===== config.mk =====
export PLATFORM = sky130hd
export DESIGN_NAME = dcs_sequencer
export DESIGN_NICKNAME = d
export VERILOG_FILES = /design/src/common/dcs_pkg.sv /design/src/design/dcs_sequencer.sv
export SDC_FILE = /design/constraint.sdc
export NUM_CORES = 2
export LEC_CHECK = 0
export BUFFER_PORTS_ARGS = -buffer_cell sky130_fd_sc_hd__buf_2
export CORE_AREA = 5 5 698 700
export CTS_CLUSTER_DIAMETER = 120
export DETAILED_ROUTE_END_ITERATION = 8
export DIE_AREA = 0 0 703 705
export PLACE_DENSITY = 0.59
export REMOVE_ABC_BUFFERS = 1
export SYNTH_ARGS = -nofsm -noshare
export SYNTH_HDL_FRONTEND = slang
export SYNTH_SLANG_ARGS = --single-unit

===== constraint.sdc =====
create_clock -name mclk_in -period 10.3 [get_ports mclk_in]
set_input_delay 1.03 -clock mclk_in [delete_from_list [all_inputs] [get_ports mclk_in]]
set_output_delay 1.03 -clock mclk_in [all_outputs]
set_load 0.05 [all_outputs]

===== src/common/dcs_pkg.sv =====
// Constants, register map and state codes of the sequencer
package dcs_pkg;

  // ------------------------------------------------------------
  // Register map (byte addresses of 32-bit words)
  // ------------------------------------------------------------
  localparam logic [4:0] OFS_CONTROL = 5'h00;
  localparam logic [4:0] OFS_STATUS = 5'h04;
  localparam logic [4:0] OFS_GRANT = 5'h08;
  localparam logic [4:0] OFS_BUFFER = 5'h0c;
  localparam logic [4:0] OFS_DISK_ADDR = 5'h10;
  localparam logic [4:0] OFS_TIMER = 5'h14;

  // ------------------------------------------------------------
  // Field positions
  // ------------------------------------------------------------
  localparam int CTL_FUNC_LSB = 0;
  localparam int CTL_IE_BIT = 6;
  localparam int CTL_READY_BIT = 7;
  localparam int ST_MATCH_BIT = 0;
  localparam int ST_CRC_ERR_BIT = 1;
  localparam int ST_XFER_REQ_BIT = 2;
  localparam int ST_BUF_SEL_BIT = 3;
  localparam int ST_BR5_BIT = 4;
  localparam int ST_READY_BIT = 5;
  localparam int ST_STATE_LSB = 8;
  localparam int BUF_SEL_BIT = 16;
  localparam int BUF_ADDR_LSB = 8;

  // ------------------------------------------------------------
  // Reset values and function codes
  // ------------------------------------------------------------
  localparam logic RST_READY = 1'b1;
  localparam logic [15:0] RST_CRC = 16'h0000;
  localparam logic [15:0] CRC_POLY = 16'h8005;
  localparam logic [2:0] FN_CART_CHECK = 3'h1;
  localparam logic [2:0] FN_FIXED_WRITE = 3'h4;
  localparam logic [2:0] FN_FIXED_READ = 3'h5;
  localparam logic [2:0] FN_FIXED_CHECK = 3'h6;

  // ------------------------------------------------------------
  // Counts
  // ------------------------------------------------------------
  localparam int SECTOR_BYTES = 256;
  localparam int CRC_BITS = 16;
  localparam logic [6:0] GLITCH_PULSES = 7'd60;
  localparam logic [6:0] LOCK_PULSES = 7'd88;

  // ------------------------------------------------------------
  // Types
  // ------------------------------------------------------------
  typedef enum logic [1:0] {
    CK_CPU = 2'b00,
    CK_SERVO = 2'b01,
    CK_SEP = 2'b10,
    CK_STOP = 2'b11
  } dcs_clk_t;

  typedef enum logic [3:0] {
    ST_IDLE = 4'b0000,
    ST_FX_RDY = 4'b0001,
    ST_FX_SECT = 4'b0010,
    ST_FX_GAP = 4'b0011,
    ST_FX_LOCK = 4'b0100,
    ST_FX_HDR = 4'b0101,
    ST_WC_SYNC = 4'b0110,
    ST_WC_DATA = 4'b0111,
    ST_WC_CRC = 4'b1000,
    ST_WC_CMP = 4'b1001,
    ST_WC_GRANT = 4'b1010,
    ST_WC_NEXT = 4'b1011,
    ST_WC_DRV = 4'b1100
  } dcs_state_t;

endpackage


===== src/design/dcs_sequencer.sv =====
// Sector write-check and fixed-drive opening sequencer with register port
//
// Behaviour
// - Shift bits 0 to 7 of each byte on the drive-derived clock.
// - After bit 7 load next byte, bump address; 256 bytes.
// - Compare each read bit with the serial output.
// - Each serial output bit feeds a 16-bit CRC over 2048 bits.
// - At buffer full sample compare: low on difference, high on match.
// - Compare result goes to the status word only; the sequencer ignores it.
// - Load the 16-bit drive CRC; flag any disagreement.
// - On the last CRC bit both clock outputs take the CPU phase clock.
// - CRC error: set ready, level-5 request if enabled, idle.
// - A data mismatch alone never ends the check.
// - No CRC error: clear buffer address, raise transfer request.
// - Grant clears request; swap buffer, examine ready.
// - Ready clear: bump disk address, reset timer, await drive, go on.
// - Ready set before grant: set ready, request if enabled, idle.
// - Fixed functions select buffer A, reset address, await drive.
// - Drive ready: both clock outputs take the servo clock.
// - Await sector sync edge from sector or index pulse.
// - Wait 60 servo pulses before the read gate.
// - Read gate raises tag bit 1, tag line 3, control tag.
// - On the same edge clear CRC and compare result; then wait 88 servo pulses.
// - Then preset header search; sync found arms serializer for disk address.
// - Sync search runs current clock only; sequence clock stopped.
// - Write check sync found pulses compare-load for first byte.
`timescale 1ns/1ps
`default_nettype none

module dcs_sequencer #(
  parameter int BYTES = dcs_pkg::SECTOR_BYTES
) (
  // Clock and reset
  input wire logic mclk_in,
  input wire logic rst_in,
  // Avalon-MM slave
  input wire logic [4:0] avs_address_in,
  input wire logic avs_read_in,
  input wire logic avs_write_in,
  input wire logic [31:0] avs_writedata_in,
  output logic [31:0] avs_readdata_out,
  output logic avs_waitrequest_out,
  // Drive pins
  input wire logic servo_clock_in,
  input wire logic drive_read_clock_in,
  input wire logic serial_read_stream_in,
  input wire logic drive_sector_pulse_in,
  input wire logic drive_index_pulse_in,
  input wire logic drive_ready_in,
  output logic tag_bus_bit1_out,
  output logic tag_line_three_out,
  output logic control_tag_strobe_out,
  // Header search logic
  input wire logic sync_found_in,
  output logic header_search_preset_out,
  output logic serializer_address_enable_out,
  output logic shift_serial_out,
  output logic compare_load_strobe_out,
  // Clock control
  output logic [1:0] current_clock_sel_out,
  output logic [1:0] sequence_clock_sel_out,
  // CPU port
  output logic port_transfer_request_out,
  output logic bus_request_level5_out
);

  localparam int AW = $clog2(BYTES);

  if (BYTES < 2 || (1 << AW) != BYTES) begin
    $error("BYTES must be a power of two of at least 2");
  end

  function automatic logic [15:0] crc_step(input logic [15:0] c,
                                           input logic b);
    crc_step = {c[14:0], 1'b0} ^ ((c[15] ^ b) ? dcs_pkg::CRC_POLY : 16'h0000);
  endfunction

  // ------------------------------------------------------------
  // Pin synchronisers and edge finding
  // ------------------------------------------------------------
  logic [4:0] sync1_q, sync2_q, prev_q;
  always_ff @(posedge mclk_in or posedge rst_in) begin
    if (rst_in) begin
      sync1_q <= 5'h00;
      sync2_q <= 5'h00;
      prev_q <= 5'h00;
    end else begin
      sync1_q <= {drive_ready_in, drive_index_pulse_in, drive_sector_pulse_in,
                  drive_read_clock_in, servo_clock_in};
      sync2_q <= sync1_q;
      prev_q <= sync2_q;
    end
  end

  logic servo_rise, sep_rise, sector_sync, sector_rise, drv_ready, read_bit_q;
  assign servo_rise = sync2_q[0] & ~prev_q[0];
  assign sep_rise = sync2_q[1] & ~prev_q[1];
  // Sector sync pulse from either the sector or the index pulse
  assign sector_sync = sync2_q[2] | sync2_q[3];
  assign sector_rise = sector_sync & ~(prev_q[2] | prev_q[3]);
  assign drv_ready = sync2_q[4];

  // Data takes the read clock's two-stage path to stay aligned
  logic rd_s1_q;
  always_ff @(posedge mclk_in or posedge rst_in) begin
    if (rst_in) begin
      rd_s1_q <= 1'b0;
      read_bit_q <= 1'b0;
    end else begin
      rd_s1_q <= serial_read_stream_in;
      read_bit_q <= rd_s1_q;
    end
  end

  // ------------------------------------------------------------
  // Clock control
  // ------------------------------------------------------------
  dcs_pkg::dcs_clk_t cur_sel_q, seq_sel_q;

  function automatic logic tick_of(input dcs_pkg::dcs_clk_t s,
                                   input logic servo, input logic sep);
    unique case (s)
      dcs_pkg::CK_CPU: tick_of = 1'b1;
      dcs_pkg::CK_SERVO: tick_of = servo;
      dcs_pkg::CK_SEP: tick_of = sep;
      dcs_pkg::CK_STOP: tick_of = 1'b0;
    endcase
  endfunction

  logic cur_tick, seq_tick;
  assign cur_tick = tick_of(cur_sel_q, servo_rise, sep_rise);
  assign seq_tick = tick_of(seq_sel_q, servo_rise, sep_rise);

  // ------------------------------------------------------------
  // Register file state
  // ------------------------------------------------------------
  logic [2:0] func_q;
  logic ie_q, ie_prev_q, ready_q, match_q, crc_err_q, req_q, br5_q;
  logic buf_sel_q;
  logic [15:0] disk_addr_q, timer_q, crc_q, drive_crc_q;
  logic [7:0] buf_mem [2][BYTES];
  logic wait_q, ctl_wr, grant_wr, buf_wr;
  logic [31:0] status_word;

  assign ctl_wr = avs_write_in & ~wait_q &
                  (avs_address_in == dcs_pkg::OFS_CONTROL);
  assign grant_wr = avs_write_in & ~wait_q & avs_writedata_in[0] &
                    (avs_address_in == dcs_pkg::OFS_GRANT);
  assign buf_wr = avs_write_in & ~wait_q &
                  (avs_address_in == dcs_pkg::OFS_BUFFER);

  dcs_pkg::dcs_state_t state_q;

  always_comb begin
    status_word = 32'h0000_0000;
    status_word[dcs_pkg::ST_MATCH_BIT] = match_q;
    status_word[dcs_pkg::ST_CRC_ERR_BIT] = crc_err_q;
    status_word[dcs_pkg::ST_XFER_REQ_BIT] = req_q;
    status_word[dcs_pkg::ST_BUF_SEL_BIT] = buf_sel_q;
    status_word[dcs_pkg::ST_BR5_BIT] = br5_q;
    status_word[dcs_pkg::ST_READY_BIT] = ready_q;
    status_word[dcs_pkg::ST_STATE_LSB +: 4] = state_q;
  end

  // ------------------------------------------------------------
  // Avalon slave: one wait state, answer on the second edge
  // ------------------------------------------------------------
  always_ff @(posedge mclk_in or posedge rst_in) begin
    if (rst_in) begin
      wait_q <= 1'b1;
      avs_readdata_out <= 32'h0000_0000;
    end else begin
      wait_q <= ~((avs_read_in | avs_write_in) & wait_q);
      if (avs_read_in & wait_q) begin
        unique case (avs_address_in)
          dcs_pkg::OFS_CONTROL:
            avs_readdata_out <= {24'h000000, ready_q, ie_q, 3'h0, func_q};
          dcs_pkg::OFS_STATUS: avs_readdata_out <= status_word;
          dcs_pkg::OFS_DISK_ADDR: avs_readdata_out <= {16'h0000, disk_addr_q};
          dcs_pkg::OFS_TIMER: avs_readdata_out <= {16'h0000, timer_q};
          default: avs_readdata_out <= 32'h0000_0000;
        endcase
      end
    end
  end
  assign avs_waitrequest_out = wait_q;

  // Software fills either buffer half
  always_ff @(posedge mclk_in) begin
    if (buf_wr) begin
      buf_mem[avs_writedata_in[dcs_pkg::BUF_SEL_BIT]]
             [avs_writedata_in[dcs_pkg::BUF_ADDR_LSB +: AW]] <=
        avs_writedata_in[7:0];
    end
  end

  // ------------------------------------------------------------
  // Sequencer
  // ------------------------------------------------------------
  logic [7:0] shift_q;
  logic [2:0] bit_q;
  logic [AW:0] ptr_q;
  logic [6:0] wait_cnt_q;
  logic [4:0] crc_cnt_q;
  logic diff_q;
  logic is_fixed;
  assign is_fixed = (avs_writedata_in[2:0] == dcs_pkg::FN_FIXED_WRITE) |
                    (avs_writedata_in[2:0] == dcs_pkg::FN_FIXED_READ) |
                    (avs_writedata_in[2:0] == dcs_pkg::FN_FIXED_CHECK);

  always_ff @(posedge mclk_in or posedge rst_in) begin
    if (rst_in) begin
      state_q <= dcs_pkg::ST_IDLE;
      cur_sel_q <= dcs_pkg::CK_CPU;
      seq_sel_q <= dcs_pkg::CK_CPU;
      func_q <= 3'h0;
      ie_q <= 1'b0;
      ie_prev_q <= 1'b0;
      ready_q <= dcs_pkg::RST_READY;
      match_q <= 1'b0;
      crc_err_q <= 1'b0;
      req_q <= 1'b0;
      br5_q <= 1'b0;
      buf_sel_q <= 1'b0;
      disk_addr_q <= 16'h0000;
      timer_q <= 16'h0000;
      crc_q <= dcs_pkg::RST_CRC;
      drive_crc_q <= 16'h0000;
      shift_q <= 8'h00;
      bit_q <= 3'h0;
      ptr_q <= '0;
      wait_cnt_q <= 7'h00;
      crc_cnt_q <= 5'h00;
      diff_q <= 1'b0;
      tag_bus_bit1_out <= 1'b0;
      tag_line_three_out <= 1'b0;
      control_tag_strobe_out <= 1'b0;
      header_search_preset_out <= 1'b0;
      serializer_address_enable_out <= 1'b0;
      compare_load_strobe_out <= 1'b0;
    end else begin
      compare_load_strobe_out <= 1'b0;
      serializer_address_enable_out <= 1'b0;
      timer_q <= (state_q == dcs_pkg::ST_IDLE) ? timer_q : timer_q + 16'h0001;
      // A ready set by the sequencer below wins over a software clear
      if (ctl_wr) begin
        ie_q <= avs_writedata_in[dcs_pkg::CTL_IE_BIT];
        ready_q <= avs_writedata_in[dcs_pkg::CTL_READY_BIT];
      end
      if (grant_wr && state_q == dcs_pkg::ST_WC_GRANT) begin
        req_q <= 1'b0;
      end
      unique case (state_q)
        dcs_pkg::ST_IDLE: begin
          if (ctl_wr && !avs_writedata_in[dcs_pkg::CTL_READY_BIT]) begin
            func_q <= avs_writedata_in[dcs_pkg::CTL_FUNC_LSB +: 3];
            ie_prev_q <= avs_writedata_in[dcs_pkg::CTL_IE_BIT];
            br5_q <= 1'b0;
            crc_err_q <= 1'b0;
            crc_q <= dcs_pkg::RST_CRC;
            diff_q <= 1'b0;
            ptr_q <= '0;
            if (is_fixed) begin
              buf_sel_q <= 1'b0;
              state_q <= dcs_pkg::ST_FX_RDY;
            end else if (avs_writedata_in[2:0] == dcs_pkg::FN_CART_CHECK) begin
              cur_sel_q <= dcs_pkg::CK_SEP;
              seq_sel_q <= dcs_pkg::CK_STOP;
              state_q <= dcs_pkg::ST_WC_SYNC;
            end
          end
        end
        dcs_pkg::ST_FX_RDY: begin
          if (drv_ready) begin
            cur_sel_q <= dcs_pkg::CK_SERVO;
            seq_sel_q <= dcs_pkg::CK_SERVO;
            state_q <= dcs_pkg::ST_FX_SECT;
          end
        end
        dcs_pkg::ST_FX_SECT: begin
          wait_cnt_q <= 7'h00;
          if (sector_rise) begin
            state_q <= dcs_pkg::ST_FX_GAP;
          end
        end
        dcs_pkg::ST_FX_GAP: begin
          // Skip the glitchy start of the gap before asking for lock
          if (seq_tick) begin
            if (wait_cnt_q == dcs_pkg::GLITCH_PULSES - 7'd1) begin
              tag_bus_bit1_out <= 1'b1;
              tag_line_three_out <= 1'b1;
              control_tag_strobe_out <= 1'b1;
              crc_q <= dcs_pkg::RST_CRC;
              match_q <= 1'b0;
              wait_cnt_q <= 7'h00;
              state_q <= dcs_pkg::ST_FX_LOCK;
            end else begin
              wait_cnt_q <= wait_cnt_q + 7'd1;
            end
          end
        end
        dcs_pkg::ST_FX_LOCK: begin
          if (seq_tick) begin
            if (wait_cnt_q == dcs_pkg::LOCK_PULSES - 7'd1) begin
              header_search_preset_out <= 1'b1;
              cur_sel_q <= dcs_pkg::CK_SEP;
              seq_sel_q <= dcs_pkg::CK_STOP;
              state_q <= dcs_pkg::ST_FX_HDR;
            end else begin
              wait_cnt_q <= wait_cnt_q + 7'd1;
            end
          end
        end
        dcs_pkg::ST_FX_HDR: begin
          // Stalled until sync; the serializer then takes over
          if (sync_found_in) begin
            seq_sel_q <= dcs_pkg::CK_SEP;
            header_search_preset_out <= 1'b0;
            serializer_address_enable_out <= 1'b1;
            state_q <= dcs_pkg::ST_IDLE;
          end
        end
        dcs_pkg::ST_WC_SYNC: begin
          if (sync_found_in) begin
            seq_sel_q <= dcs_pkg::CK_SEP;
            compare_load_strobe_out <= 1'b1;
            shift_q <= buf_mem[buf_sel_q][ptr_q[AW-1:0]];
            ptr_q <= ptr_q + 1'b1;
            bit_q <= 3'h0;
            diff_q <= 1'b0;
            state_q <= dcs_pkg::ST_WC_DATA;
          end
        end
        dcs_pkg::ST_WC_DATA: begin
          if (cur_tick) begin
            diff_q <= diff_q | (read_bit_q ^ shift_q[0]);
            crc_q <= crc_step(crc_q, shift_q[0]);
            bit_q <= bit_q + 3'h1;
            if (bit_q == 3'h7) begin
              if (ptr_q[AW]) begin
                // Buffer full: sample the compare result
                match_q <= ~(diff_q | (read_bit_q ^ shift_q[0]));
                crc_cnt_q <= 5'h00;
                state_q <= dcs_pkg::ST_WC_CRC;
              end else begin
                shift_q <= buf_mem[buf_sel_q][ptr_q[AW-1:0]];
                ptr_q <= ptr_q + 1'b1;
              end
            end else begin
              shift_q <= {1'b0, shift_q[7:1]};
            end
          end
        end
        dcs_pkg::ST_WC_CRC: begin
          if (cur_tick) begin
            drive_crc_q <= {drive_crc_q[14:0], read_bit_q};
            crc_cnt_q <= crc_cnt_q + 5'd1;
            if (crc_cnt_q == 5'(dcs_pkg::CRC_BITS - 1)) begin
              cur_sel_q <= dcs_pkg::CK_CPU;
              seq_sel_q <= dcs_pkg::CK_CPU;
              state_q <= dcs_pkg::ST_WC_CMP;
            end
          end
        end
        dcs_pkg::ST_WC_CMP: begin
          // Only the CRC outcome ends the check; the CRC covers buffer bits, so a data miss shows only in match
          if (crc_q != drive_crc_q) begin
            crc_err_q <= 1'b1;
            ready_q <= 1'b1;
            br5_q <= ie_prev_q;
            state_q <= dcs_pkg::ST_IDLE;
          end else begin
            ptr_q <= '0;
            req_q <= 1'b1;
            state_q <= dcs_pkg::ST_WC_GRANT;
          end
        end
        dcs_pkg::ST_WC_GRANT: begin
          if (grant_wr) begin
            buf_sel_q <= ~buf_sel_q;
            state_q <= dcs_pkg::ST_WC_NEXT;
          end
        end
        dcs_pkg::ST_WC_NEXT: begin
          if (ready_q) begin
            ready_q <= 1'b1;
            br5_q <= ie_prev_q;
            state_q <= dcs_pkg::ST_IDLE;
          end else begin
            disk_addr_q <= disk_addr_q + 16'h0001;
            timer_q <= 16'h0000;
            state_q <= dcs_pkg::ST_WC_DRV;
          end
        end
        dcs_pkg::ST_WC_DRV: begin
          if (drv_ready) begin
            crc_q <= dcs_pkg::RST_CRC;
            cur_sel_q <= dcs_pkg::CK_SEP;
            seq_sel_q <= dcs_pkg::CK_STOP;
            state_q <= dcs_pkg::ST_WC_SYNC;
          end
        end
        default: state_q <= dcs_pkg::ST_IDLE;
      endcase
    end
  end

  assign shift_serial_out = shift_q[0];
  assign current_clock_sel_out = cur_sel_q;
  assign sequence_clock_sel_out = seq_sel_q;
  assign port_transfer_request_out = req_q;
  assign bus_request_level5_out = br5_q;

endmodule

`default_nettype wire


==> metrics.md <==
| Metric | Value |
|---|---|
| Status | complete, no violations |
| Asr flop ratio synth | 3.601% |
| Yosys top cell by area | edfxtp_1 |
| Area of the die | 0.4956 mm2 |
| Critical setup path kind | flip-flop to flip-flop |
| WL final | 449.7 mm |
| Layout Nets | 8512 |
| Critical Path Start Type | flip-flop |
| Vias per Instance | 5.535 |
| R2r endpoint | shift_q[6] |
| Rows | 255 |
| Final Max Tran Viols | 0 |
| Layout Skew | 0.06878 ns |
| CTS buffer count | 421 |
| DRC | 0 |
| TNS Setup | 0 ns |
| Core Util, Final | 39.03% |
| Post-synthesis area per instance | 20.16 um2 |
| Reg area | 0.1268 mm2 |
| Sink Count | 4249 |
| Final worst slack | 4.714 ns |
| Setup repair bufs after CTS | 0 |
| Antenna violations before repair | 21 |
| Root Buffer | clkbuf_16 |
| Final Hold Fails | 0 |
| First-pass GRT wire length | 637.6 mm |
| Worst hold start | servo_clock_in |
| Wire per inst | 29.48 um |
| Cts hold-fix bufs | 0 |
| CTS tree | built |
| Port Buf Inserts | 62 |
| Unique masters post-synth | 87 |
| R2R setup slack | 4.71 ns |
| Largest net degree at the start of global routing | 213 |
| Placed wire-length estimate | 270.1 mm |
| Cts repair resizes | 0 |
| Mapped cell area | 0.1673 mm2 |
| Slew headroom | 12.24% |
| Fmax | 179.0 MHz |
| TritonRoute pass-1 iters | 6 |
| Largest fanout on the critical path | 49 |
| Main synth FF type | edfxtp_1 |
| Core area | 0.4805 mm2 |
| Main area contributors after synthesis | edfxtp_1 (74%), mux4_2 (11%), mux2i_1 (2.7%), dfrtp_1 (2.3%), nor2_1 (1.4%) |
| Clk buf depth | 4 |
| Count leader, synth | edfxtp_1 |
| RePlAce Congestion | 0.8659 |
| Post-synth EDFFs | 4096 |
| Worst r2r path cells | 10 |
| Clock Latency Late Sink | 1.00 ns |
| Footprint of the multi-input gates | 0.03694 mm2 |
| Finished Layout Cells | 15250 |
| Data required time of the worst path | 11.13 ns |
| HP Class | input port to flip-flop |
| Placed Cells | 14460 |
| FF-to-FF Start | ptr_q[0] |
| Slew @ Worst Pin | 1.316 ns |
| Die height | 705 um |
| DIE WIDTH | 703 um |
| Antenna viol nets, final | 0 |
| Vias in the first global route | 84450 |
| Max Cap Viol | 0 |
| Initial core utilization | 34.82% |
| Final min period | 5.586 ns |
| CTS H-tree depth | 5 |
| Hold path cells | 1 |
| I/O pin total | 94 |
| Final setup violating endpoints | 0 |
| RSZ-0062 raised after global routing | false |
| # fillers | 42790 |
| Post-Place Worst Slack | 4.398 ns |
| Hold EP | sync1_q[0] |
| Vias post-DR | 84420 |
| Syn Inst Count | 8297 |
| Data arrival time of the worst path | 6.41 ns |
| Total GRT Usage | 17.70% |
| Post-synthesis sequential area ratio | 75.81% |
| Area Overhead vs Synth | 12.10% |
| Period utilization | 54.24% |
| Worst VDD drop | 153.4 uV |
| Leakage | 0.05616 uW |
| Share of cells above drive strength 1 | 20.38% |
| Most common library cells after synthesis | edfxtp_1 (4096), mux4_2 (851), nor2_1 (605), mux2i_1 (447), nand2_1 (222) |
| Iter 0 DRT Violations | 10210 |
| Synth Warn # | 0 |
| Share of the synthesized area in the top cell type | 73.52% |
| Post-synthesis register bit count | 4249 |
| Grt ovf | 0 |
| CP Capture Type | flip-flop |
| Reg clk slew, reported paths | 0.07 ns |
| Pwr Density | 214.0 mW/mm2 |
sequential cells by signal, indices dropped and copies added (netlist names), 3 cells and up:
name	cells
avs_readdata_out	16
wait_cnt_q	7
sync1_q	5
drive_crc_q	16
timer_q	16
ptr_q	9
disk_addr_q	16
func_q	3
prev_q	4
bit_q	3
shift_q	8
buf_mem	4096
state_q	4
crc_cnt_q	5
sync2_q	5
crc_q	16
worst max-delay path by stage:
stage                      startpoint  slack [ns]          endpoint  cells past startpoint
floorplan                   buf_sel_q      -38.77        shift_q[5]                      8
global placement    avs_address_in[4]        4.64  buf_mem[1][1565]                      6
detailed placement  avs_address_in[4]        4.40  buf_mem[0][1560]                      6
CTS                          ptr_q[1]        4.95        shift_q[0]                     10
global route                 ptr_q[0]        4.73        shift_q[7]                     10
finish                       ptr_q[0]        4.71        shift_q[6]                     10
report_power, final:
part           leakage [uW]  internal (uW)  switching (uW)
clock network       0.00663           8570            6530
registers            0.0388          19000             214
logic                0.0107           1950            3820
total                0.0562          29600           10600
critical path, cell delays in order (launching register included):
cell and delay, ns:
dfrtp_4 1.04, buf_4 0.73, buf_4 0.68, mux4_2 0.46
a22oi_1 0.25, a21oi_1 0.22, a21oi_1 0.18, nor4b_2 0.98
a211oi_1 0.36, a22oi_1 0.26, o21ai_1 0.10
cell families after synthesis:
logic type	synth area share (%)
and+or+nand+nor	3.033
buffers and inverters	2.304
muxes	14.77
xor gates and xnor gates	0.2461
AOI/OAI and AO/OA	3.762
adders and majority gates	0.06731
DFF	75.81
other	0.002242
metal layers:
| layer | track usage, % | vias up | wire length (um) |
|---|---|---|---|
| li1 | - | 34670 | - |
| met1 | 24.65 | 45250 | 183200 |
| met2 | 27.75 | 3776 | 211300 |
| met3 | 3.671 | 716 | 38970 |
| met4 | 5.969 | 8 | 16240 |
| met5 | 0 | - | 51 |
per-stage QoR:
stage | power (uW) | area, um2 | hold WS, ns
final | 40130 | 187500 | 0.1756
after detailed placement | 25320 | 174000 | 0.3357
after global placement | 25280 | 174000 | 0.3439
after floorplan | 24370 | 163600 | 0.3312
after global routing | 41300 | 187500 | 0.1230
after CTS | 40320 | 187500 | 0.08461
cell usage in the layout (no fill, tap or decap), types with 31 or more instances in the layout:
| master | instances |
|---|---|
| edfxtp_1 | 4096 |
| bufinv_16 | 34 |
| nor3_1 | 73 |
| xor2_1 | 31 |
| a21oi_1 | 177 |
| buf_2 | 54 |
| buf_4 | 154 |
| clkinv_2 | 86 |
| clkbuf_1 | 76 |
| clkinv_1 | 121 |
| nor2_1 | 602 |
| nand3_1 | 70 |
| mux4_2 | 851 |
| a22oi_1 | 135 |
| nand2_1 | 209 |
| dfrtp_1 | 145 |
| mux2_2 | 49 |
| o22ai_1 | 106 |
| o221ai_1 | 157 |
| mux2i_1 | 447 |
| o21ai_0 | 113 |
| clkbuf_16 | 432 |
cell type report:
type	instances	area share, %
Clock buffer	515	5.968
Clock inverter	270	1.243
Tap cell	6425	4.287
Inverter	33	0.07606
Antenna cell	12	0.01601
Sequential cell	4249	67.64
Multi-Input combinational cell	3511	19.70
Timing Repair Buffer	239	1.070
No activity file was read; power rests on OpenSTA's default activity.
